===== src/fepp_pkg.sv =====
// constants for the flash erase/program/protect sequencer
package fepp_pkg;
    localparam logic [7:0] OP_SECTOR_ERASE = 8'h7C;
    localparam logic [7:0] OP_PROG_BUF1 = 8'h82;
    localparam logic [7:0] OP_PROG_BUF2 = 8'h85;
    localparam logic [7:0] SEQ_CHIP_0 = 8'hC7;
    localparam logic [7:0] SEQ_CHIP_1 = 8'h94;
    localparam logic [7:0] SEQ_CHIP_2 = 8'h80;
    localparam logic [7:0] SEQ_CHIP_3 = 8'h9A;
    localparam logic [7:0] SEQ_PROT_0 = 8'h3D;
    localparam logic [7:0] SEQ_PROT_1 = 8'h2A;
    localparam logic [7:0] SEQ_PROT_2 = 8'h7F;
    localparam logic [7:0] SEQ_PROT_EN = 8'hA9;
    localparam logic [7:0] SEQ_PROT_DIS = 8'h9A;
    localparam logic [7:0] SECT_PROTECTED = 8'hFF;
    localparam int NUM_SECTORS = 16;
    localparam int BUF_DEPTH = 264;
    localparam int BUF_AW = 9;
    localparam logic [8:0] BUF_LAST_264 = 9'h107;
    localparam logic [8:0] BUF_LAST_256 = 9'h0FF;
    localparam logic [2:0] HDR_BYTES = 3'h4;
    localparam logic [3:0] SECT_0A = 4'h0;
    localparam logic [4:0] SECT_0B_CODE = 5'h10;
    localparam int CLK_MHZ = 40;
    localparam int T_ERASE_US = 100;
    localparam int T_PROG_US = 50;
    localparam int ERASE_CYCLES = T_ERASE_US * CLK_MHZ;
    localparam int PROG_CYCLES = T_PROG_US * CLK_MHZ;
    localparam int CHIP_CYCLES_DEF = 8 * ERASE_CYCLES;
    localparam int TMR_W = 24;
    typedef enum logic [2:0] {OP_NONE, OP_SECT, OP_CHIP, OP_PROG, OP_PEN, OP_PDIS} fepp_op_t;
endpackage


===== src/fepp_core.sv =====
// command sequencer for erase, buffered page program and sector protection
`timescale 1ns/1ps
`default_nettype none
module fepp_core #(
    parameter int CHIP_CYCLES = fepp_pkg::CHIP_CYCLES_DEF
) (
    input wire logic clock_in, // 40 MHz system clock
    input wire logic resetn_in, // async reset, active low
    input wire logic cs_n_in, // chip select pin, active low
    input wire logic sck_in, // serial clock pin
    input wire logic si_in, // serial data pin
    input wire logic wp_n_in, // write protect pin, active low, pulled high
    input wire logic page_256_in, // 1 selects 256-byte page mode
    input wire logic [8*fepp_pkg::NUM_SECTORS-1:0] sect_sel_in, // selection register bytes
    input wire logic [fepp_pkg::NUM_SECTORS-1:0] lockdown_in, // per-sector lockdown
    input wire logic [1:0] rd_buf_in, // buffer readback select, one-hot
    input wire logic [fepp_pkg::BUF_AW-1:0] rd_addr_in, // buffer readback address
    output logic busy_out, // self-timed operation running
    output logic prot_en_out, // sector protection enabled (status)
    output logic [7:0] rd_data_out, // buffer readback data
    output logic op_valid_out, // array operation word valid
    output logic [2:0] op_kind_out, // fepp_op_t of the operation
    output logic [fepp_pkg::NUM_SECTORS-1:0] op_sect_mask_out, // sectors to erase
    output logic [11:0] op_page_out, // target page of a program
    output logic op_buf_out, // buffer used by a program
    input wire logic op_ready_in // array side accepts operation
);
    import fepp_pkg::*;

    // ------------------------------------------------------------
    // pin synchronisers and edges
    // ------------------------------------------------------------
    logic [2:0] cs_sync_reg, sck_sync_reg;
    logic [1:0] si_sync_reg, wp_sync_reg;
    always_ff @(posedge clock_in or negedge resetn_in)
    begin
        if (!resetn_in)
        begin
            cs_sync_reg <= 3'h7;
            sck_sync_reg <= 3'h0;
            si_sync_reg <= 2'h0;
            wp_sync_reg <= 2'h3;
        end
        else
        begin
            cs_sync_reg <= {cs_sync_reg[1:0], cs_n_in};
            sck_sync_reg <= {sck_sync_reg[1:0], sck_in};
            si_sync_reg <= {si_sync_reg[0], si_in};
            wp_sync_reg <= {wp_sync_reg[0], wp_n_in};
        end
    end
    wire cs_low = ~cs_sync_reg[1];
    wire cs_rise = cs_sync_reg[1] & ~cs_sync_reg[2];
    wire sck_rise = sck_sync_reg[1] & ~sck_sync_reg[2] & cs_low;
    wire si_bit = si_sync_reg[1];
    wire wp_asserted = ~wp_sync_reg[1];

    // ------------------------------------------------------------
    // byte assembly
    // ------------------------------------------------------------
    logic [2:0] bit_cnt_reg;
    logic [6:0] shift_reg;
    logic [2:0] byte_cnt_reg; // saturates after header
    logic [7:0] b0_reg, b1_reg, b2_reg, b3_reg;
    logic [BUF_AW-1:0] bptr_reg;
    wire byte_done = sck_rise & (bit_cnt_reg == 3'h7);
    wire [7:0] new_byte = {shift_reg, si_bit};
    wire in_data = byte_cnt_reg == HDR_BYTES;
    wire is_prog = (b0_reg == OP_PROG_BUF1) | (b0_reg == OP_PROG_BUF2);
    wire [BUF_AW-1:0] buf_last = page_256_in ? BUF_LAST_256 : BUF_LAST_264;
    // start byte: 9 bits in 264 mode, 8 bits in 256 mode
    wire [BUF_AW-1:0] start_264 = {b2_reg[0], new_byte};
    wire [BUF_AW-1:0] start_256 = {1'b0, new_byte};
    wire data_wr = byte_done & in_data & is_prog & ~busy_out;
    always_ff @(posedge clock_in or negedge resetn_in)
    begin
        if (!resetn_in)
        begin
            bit_cnt_reg <= 3'h0;
            shift_reg <= 7'h00;
            byte_cnt_reg <= 3'h0;
            b0_reg <= 8'h00;
            b1_reg <= 8'h00;
            b2_reg <= 8'h00;
            b3_reg <= 8'h00;
            bptr_reg <= '0;
        end
        else if (!cs_low)
        begin
            bit_cnt_reg <= 3'h0;
            if (cs_rise)
                byte_cnt_reg <= 3'h0;
        end
        else if (sck_rise)
        begin
            bit_cnt_reg <= bit_cnt_reg + 3'h1;
            shift_reg <= new_byte[6:0];
            if (byte_done)
            begin
                case (byte_cnt_reg)
                    3'h0: b0_reg <= new_byte;
                    3'h1: b1_reg <= new_byte;
                    3'h2: b2_reg <= new_byte;
                    3'h3:
                    begin
                        b3_reg <= new_byte;
                        bptr_reg <= page_256_in ? start_256 : start_264;
                    end
                    default: ;
                endcase
                if (!in_data)
                    byte_cnt_reg <= byte_cnt_reg + 3'h1;
                else if (data_wr)
                    bptr_reg <= (bptr_reg >= buf_last) ? '0 : bptr_reg + 9'h001;
            end
        end
    end

    // ------------------------------------------------------------
    // two data buffers
    // ------------------------------------------------------------
    logic [7:0] buf1_mem [BUF_DEPTH];
    logic [7:0] buf2_mem [BUF_DEPTH];
    always_ff @(posedge clock_in)
    begin
        if (data_wr && b0_reg == OP_PROG_BUF1)
            buf1_mem[bptr_reg] <= new_byte;
        if (data_wr && b0_reg == OP_PROG_BUF2)
            buf2_mem[bptr_reg] <= new_byte;
    end
    always_ff @(posedge clock_in or negedge resetn_in)
    begin
        if (!resetn_in)
            rd_data_out <= 8'h00;
        else
            rd_data_out <= rd_buf_in[1] ? buf2_mem[rd_addr_in] : buf1_mem[rd_addr_in];
    end

    // ------------------------------------------------------------
    // command decode on select rise
    // ------------------------------------------------------------
    wire full_hdr = byte_cnt_reg == HDR_BYTES;
    wire prot_pre = (b0_reg == SEQ_PROT_0) & (b1_reg == SEQ_PROT_1) & (b2_reg == SEQ_PROT_2);
    wire cmd_pen = full_hdr & prot_pre & (b3_reg == SEQ_PROT_EN);
    wire cmd_pdis = full_hdr & prot_pre & (b3_reg == SEQ_PROT_DIS) & ~wp_asserted;
    wire cmd_chip = full_hdr & (b0_reg == SEQ_CHIP_0) & (b1_reg == SEQ_CHIP_1)
        & (b2_reg == SEQ_CHIP_2) & (b3_reg == SEQ_CHIP_3);
    wire cmd_sect = full_hdr & (b0_reg == OP_SECTOR_ERASE);
    wire cmd_prog = full_hdr & is_prog;
    // page index: 264 mode uses bits 20..9 of the address, 256 mode bits 19..8
    wire [23:0] addr = {b1_reg, b2_reg, b3_reg};
    wire [11:0] page_idx = page_256_in ? addr[19:8] : addr[20:9];
    wire page_top_zero = page_idx[11:4] == 8'h00;
    wire [4:0] sect_code = page_top_zero ? (page_idx[3] ? SECT_0B_CODE : 5'h00)
        : {1'b0, page_idx[11:8]};

    // ------------------------------------------------------------
    // protection set
    // ------------------------------------------------------------
    logic sw_prot_reg;
    logic wp_latched_reg; // pin level as seen by protection
    wire prot_active = sw_prot_reg | wp_latched_reg;
    wire [NUM_SECTORS-1:0] sect_guard;
    genvar gi;
    generate
        for (gi = 0; gi < NUM_SECTORS; gi++)
        begin : g_guard
            wire [7:0] sel_byte = sect_sel_in[8*gi +: 8];
            if (gi == 0)
            begin : g_zero
                // both halves of sector zero must be marked
                assign sect_guard[gi] = sel_byte[7:6] == 2'h3 && sel_byte[5:4] == 2'h3;
            end
            else
            begin : g_norm
                assign sect_guard[gi] = sel_byte == SECT_PROTECTED;
            end
        end
    endgenerate
    wire [NUM_SECTORS-1:0] blocked = (prot_active ? sect_guard : '0) | lockdown_in;
    wire [NUM_SECTORS-1:0] chip_mask = ~blocked;
    wire [NUM_SECTORS-1:0] sect_onehot = NUM_SECTORS'(1) << sect_code[3:0];
    wire [NUM_SECTORS-1:0] sect_mask = sect_onehot & chip_mask;
    wire [NUM_SECTORS-1:0] page_sect = NUM_SECTORS'(1) << page_idx[11:8];

    // ------------------------------------------------------------
    // self-timed engine
    // ------------------------------------------------------------
    typedef enum logic [1:0] {FEPP_IDLE, FEPP_ERASE, FEPP_PROG} fepp_state_t;
    fepp_state_t state_reg;
    logic [TMR_W-1:0] tmr_reg;
    logic kind_hold_reg; // running command is a program: erase phase then program phase
    wire start_op = cs_rise & (state_reg == FEPP_IDLE);
    wire go_sect = start_op & cmd_sect;
    wire go_chip = start_op & cmd_chip;
    wire go_prog = start_op & cmd_prog & ((page_sect & blocked) == '0);
    wire tmr_zero = tmr_reg == '0;
    always_ff @(posedge clock_in or negedge resetn_in)
    begin
        if (!resetn_in)
        begin
            state_reg <= FEPP_IDLE;
            tmr_reg <= '0;
            busy_out <= 1'b0;
        end
        else
        begin
            case (state_reg)
                FEPP_IDLE:
                begin
                    if (go_sect)
                    begin
                        state_reg <= FEPP_ERASE;
                        tmr_reg <= TMR_W'(ERASE_CYCLES);
                        busy_out <= 1'b1;
                    end
                    else if (go_chip)
                    begin
                        state_reg <= FEPP_ERASE;
                        tmr_reg <= TMR_W'(CHIP_CYCLES);
                        busy_out <= 1'b1;
                    end
                    else if (go_prog)
                    begin
                        state_reg <= FEPP_ERASE; // page erase first
                        tmr_reg <= TMR_W'(ERASE_CYCLES);
                        busy_out <= 1'b1;
                    end
                end
                FEPP_ERASE:
                begin
                    if (tmr_zero && kind_hold_reg)
                    begin
                        state_reg <= FEPP_PROG;
                        tmr_reg <= TMR_W'(PROG_CYCLES);
                    end
                    else if (tmr_zero)
                    begin
                        state_reg <= FEPP_IDLE;
                        busy_out <= 1'b0;
                    end
                    else
                        tmr_reg <= tmr_reg - TMR_W'(1);
                end
                FEPP_PROG:
                begin
                    if (tmr_zero)
                    begin
                        state_reg <= FEPP_IDLE;
                        busy_out <= 1'b0;
                    end
                    else
                        tmr_reg <= tmr_reg - TMR_W'(1);
                end
                default:
                begin
                    state_reg <= FEPP_IDLE;
                    busy_out <= 1'b0;
                end
            endcase
        end
    end

    // ------------------------------------------------------------
    // protection state
    // ------------------------------------------------------------
    always_ff @(posedge clock_in or negedge resetn_in)
    begin
        if (!resetn_in)
        begin
            sw_prot_reg <= 1'b0;
            wp_latched_reg <= 1'b0;
            prot_en_out <= 1'b0;
        end
        else
        begin
            if (start_op && cmd_pen)
                sw_prot_reg <= 1'b1;
            else if (start_op && cmd_pdis)
                sw_prot_reg <= 1'b0;
            // pin change held off while an erase runs
            if (state_reg != FEPP_ERASE)
                wp_latched_reg <= wp_asserted;
            prot_en_out <= prot_active;
        end
    end

    // ------------------------------------------------------------
    // two-entry buffer toward the array
    // ------------------------------------------------------------
    logic [1:0] q_cnt_reg;
    logic q_rd_reg;
    logic [2:0] q_kind_reg [2];
    logic [NUM_SECTORS-1:0] q_mask_reg [2];
    logic [11:0] q_page_reg [2];
    logic q_buf_reg [2];
    logic q_wr_reg;
    wire push = (go_sect | go_chip | go_prog) & (q_cnt_reg != 2'h2);
    wire pop = op_valid_out & op_ready_in;
    wire [2:0] push_kind = go_sect ? 3'(OP_SECT) : go_chip ? 3'(OP_CHIP) : 3'(OP_PROG);
    wire [NUM_SECTORS-1:0] push_mask = go_sect ? sect_mask : go_chip ? chip_mask : page_sect;
    always_ff @(posedge clock_in or negedge resetn_in)
    begin
        if (!resetn_in)
        begin
            q_cnt_reg <= 2'h0;
            q_rd_reg <= 1'b0;
            q_wr_reg <= 1'b0;
            q_kind_reg <= '{default: 3'h0};
            q_mask_reg <= '{default: '0};
            q_page_reg <= '{default: 12'h000};
            q_buf_reg <= '{default: 1'b0};
        end
        else
        begin
            if (push)
            begin
                q_kind_reg[q_wr_reg] <= push_kind;
                q_mask_reg[q_wr_reg] <= push_mask;
                q_page_reg[q_wr_reg] <= page_idx;
                q_buf_reg[q_wr_reg] <= b0_reg == OP_PROG_BUF2;
                q_wr_reg <= ~q_wr_reg;
            end
            if (pop)
                q_rd_reg <= ~q_rd_reg;
            q_cnt_reg <= q_cnt_reg + {1'b0, push} - {1'b0, pop};
        end
    end
    // head registered straight onto the outputs
    always_ff @(posedge clock_in or negedge resetn_in)
    begin
        if (!resetn_in)
        begin
            op_valid_out <= 1'b0;
            op_kind_out <= 3'(OP_NONE);
            op_sect_mask_out <= '0;
            op_page_out <= 12'h000;
            op_buf_out <= 1'b0;
            kind_hold_reg <= 1'b0;
        end
        else
        begin
            op_kind_out <= q_kind_reg[pop ? ~q_rd_reg : q_rd_reg];
            if (start_op)
                kind_hold_reg <= go_prog;
            // a word pushed on this edge is only shown once it is stored
            op_valid_out <= (q_cnt_reg == 2'h2) | ((q_cnt_reg == 2'h1) & ~pop);
            op_sect_mask_out <= q_mask_reg[pop ? ~q_rd_reg : q_rd_reg];
            op_page_out <= q_page_reg[pop ? ~q_rd_reg : q_rd_reg];
            op_buf_out <= q_buf_reg[pop ? ~q_rd_reg : q_rd_reg];
        end
    end
endmodule
`default_nettype wire


===== config.mk =====
export PLATFORM = sky130hd
export DESIGN_NAME = fepp_core
export DESIGN_NICKNAME = d
export VERILOG_FILES = /design/src/fepp_pkg.sv /design/src/fepp_core.sv
export SDC_FILE = /design/constraint.sdc
export NUM_CORES = 2
export LEC_CHECK = 0
export CAP_MARGIN = 25
export CELL_PAD_IN_SITES_DETAIL_PLACEMENT = 0
export CELL_PAD_IN_SITES_GLOBAL_PLACEMENT = 1
export CORE_ASPECT_RATIO = 0.8
export CORE_UTILIZATION = 43
export CTS_BUF_LIST = sky130_fd_sc_hd__clkbuf_4
export CTS_CLUSTER_DIAMETER = 50
export DETAILED_ROUTE_END_ITERATION = 12
export DONT_BUFFER_PORTS = 1
export PLACE_DENSITY = 0.6
export SKIP_CTS_REPAIR_TIMING = 1
export SKIP_LAST_GASP = 1
export SYNTH_ARGS = -nofsm -noshare
export SYNTH_HDL_FRONTEND = slang
export SYNTH_MEMORY_MAX_BITS = 65536
export SYNTH_SLANG_ARGS = --single-unit

===== constraint.sdc =====
create_clock -name clock_in -period 23.8 [get_ports clock_in]
set_input_delay 1.19 -clock clock_in [delete_from_list [all_inputs] [get_ports clock_in]]
set_output_delay 1.19 -clock clock_in [all_outputs]
set_load 0.01 [all_outputs]

==> metrics.txt <==
status finished clean; Iteration-0 DRC Markers just under 10,000; number of global-route vias before repair around 90,000; Hold Path Class input pin to flip-flop; Yosys warnings 0; layout cells sized above 1 approximately a third; DP HPWL about 270,000 µm; Antenna Nets Post-Route 0; pwr/cell area just under 90 nW/µm²; post-synthesis sequential area ratio between 70% and 80%; Residual DRC 0; Fin. Hold Viols 0; ys flop type edfxtp_1; mapped cell area 173,000 µm²; H-tree depth 7; clock latency on the worst-skew pair 1780 ps; vias about 88,000; number of synthesized register bits ~4,400; initial antenna violation count 28; Yosys top cell area share about 73%; VDD IR max approximately 0.000084 V; core area 399,000 µm²; port buffer count 0; synth unique cells between 80 and 90; synthesized net count between 8,000 and 9,000; startpoint types input pin; Slew headroom about an eighth; die width a little over 700 µm; Initial Utilization 43.4%; Area contributors post-synth edfxtp_1 (73%), mux4_2 (15%), dfrtp_1 (2.8%); setup_tns 0 ps; final setup vio count 0; number of max-cap violations 0; largest net degree at the start of global routing between 1,000 and 1,500; Clock Tree Buf Depth 5; grt ovf 0; crit path DAT around 8000 ps; Slew Viols, Final 0; Post-Synthesis Cells between 8,000 and 9,000; area leader, netlist edfxtp_1; routability congestion estimate between 0.7 and 0.8; Reg clk slew, reported paths approximately 60 ps; P_leak between 60 and 70 nW; fmax between 150 and 200 MHz; first-pass GRT wire length approximately 660,000 µm; clk_skew between 100 and 150 ps; Post-DP Area between 150,000 and 200,000 µm²; number of synthesized flops with an enable pin between 4,000 and 5,000; RSZ-0062 raised after global routing false; drt wl/cell between 30 and 40 µm; Rows around 210; Num CTS Buffers between 1,000 and 1,500; clk sink count approximately 4,400; Total Wirelength around 460,000 µm; post-synthesis async set-or-reset flop share about 4.5%; full die area between 400,000 and 500,000 µm²; critical path fanouts, max around 120; Post-Layout Inst Area 193,000 µm²; CTS tree built; final net count 9,135; Total GRT Usage approximately 23%; worst slew pin tran ~1300 ps; Tcrit/Tclk final ~27%; Power, Total approximately 17 mW; Tmin final about 6500 ps; DIE HEIGHT around 570 µm; WS Path Type input pin to flip-flop; Syn Area/Cell ~21 µm²; Area Overhead vs Synth 11.7%; Root Driver clkbuf_4; average vias per placed instance 5.86; num ports between 200 and 250; Crit. End Element flip-flop; CP Data Required Time between 20,000 and 30,000 ps; drt first pass iters 5
where the power goes:
part	internal, mW	total [mW]	switching (mW)
combinational	0.318	1.44	1.12
sequential	9.31	9.44	0.123
clock	3.21	6.20	3.00
total	12.8	17.1	4.24
cells in the final DEF, fill, tap and decap left out, types with 20 or more instances in the layout:
master	count
a22oi_1	100
clkinv_2	21
dfrtp_1	188
mux2i_1	83
a211oi_1	24
buf_4	145
dlygate4sd3_1	39
mux4_2	1178
diode_2	25
nand2_1	124
clkbuf_4	1635
a22o_1	63
buf_16	21
ha_1	24
a221oi_1	83
nor2b_1	22
nand3_1	44
a21oi_1	97
nand4_1	44
clkinv_1	175
and3_1	20
nor4_1	23
o22ai_1	48
mux2_2	124
inv_1	50
nor3_1	27
mux2_4	29
edfxtp_1	4224
o21ai_0	53
nor2_1	599
layout make-up:
type | count | area [µm²]
inverter | 53 | 206
fill | 33100 | 206000
clock buffer | 1634 | 12300
sequential | 4425 | 132000
clock inverter | 220 | 1040
timing repair buffer | 220 | 2290
antenna | 25 | 62.6
multi-input combinational | 3080 | 38700
tap | 5329 | 6670
worst paths after layout:
check	from	end	slack (ps)	cells past startpoint
worst min register to register	si_sync_reg[0]$_DFF_PN0_	si_sync_reg[1]$_DFF_PN0_	350	0
worst max-delay path	rd_addr_in[0]	rd_data_out[5]$_DFF_PN0_	17340	13
min in group asynchronous	resetn_in	q_mask_reg[6]$_DFFE_PN0P_	250	2
worst max register to register	b0_reg[5]$_DFFE_PN0P_	buf1_mem[253][3]$_DFFE_PP_	18810	7
worst min-delay path	sect_sel_in[49]	q_mask_reg[22]$_DFFE_PN0P_	20	4
max in group asynchronous	resetn_in	shift_reg[4]$_DFFE_PN0P_	22520	2
cell families (layout without fill, tap and decap cells):
logic type      count (synthesis)  in the layout  synth area share (%)
mux                          1414           1414                  16.9
flops                        4425           4425                  76.2
other cells                     1             26               0.00217
simple gates                 1045           1045                  2.76
buf+inv                       544           2127                  1.47
xor+xnor                        5              5                0.0253
fa+ha+maj                      24             24                 0.174
compound gates                591            591                  2.47
worst max-delay path, stage by stage:
cell	delay [ps]
buf_16	260
buf_16	600
buf_16	690
buf_16	560
buf_16	670
mux4_2	590
and2_1	230
a211oi_1	650
nor4_1	290
nor4_1	800
or4_1	220
a32oi_1	90
dlygate4sd3_1	620
metal layers:
metal	vias up	routed length [µm]	global-route usage (%)	share of wire (%)
met5	-	27	0	0.0058
met4	4	9000	7.78	1.9
met3	631	36900	5.11	8.0
met2	3816	212000	33.8	46
met1	47100	204000	33.8	44
li1	36300	-	-	-
synthesized netlist by cell type (7+ instances only):
cell       instances
or3_1             10
nor4_1            24
o22ai_1           48
mux4_2          1178
a211oi_1          24
or2_2              8
nand3b_1           7
mux2_2           124
a22o_1            63
nand4_1           44
a22oi_1          100
nor2_1           603
edfxtp_1        4224
a32oi_1            7
o21ai_0           53
o31ai_1           18
inv_1             51
nand4b_1           9
and3_1            20
buf_1             25
mux2i_1           83
o2bb2ai_1          7
nor3_1            29
nand2_1          139
a221oi_1          83
nand2b_1          15
nand3_1           47
mux2_4            29
dfrtp_1          196
nor2b_1           26
clkbuf_1         259
or4_1              9
buf_4             81
a31oi_1           19
buf_2            120
ha_1              24
and2_1            13
a21oi_1           97
stage by stage:
stage               instances  hold slack (ps)  utilization [%]  setup slack (ps)
CTS                     14900            -1150             48.2             18120
global route            15000            -8.55             48.4             17030
finish                  15000             18.3             48.4             17340
global placement        13000              338             44.8             16160
floorplan                8049              331                -             16030
detailed placement      13100              343             44.9             16180
Power figures use the tool's default switching activity.
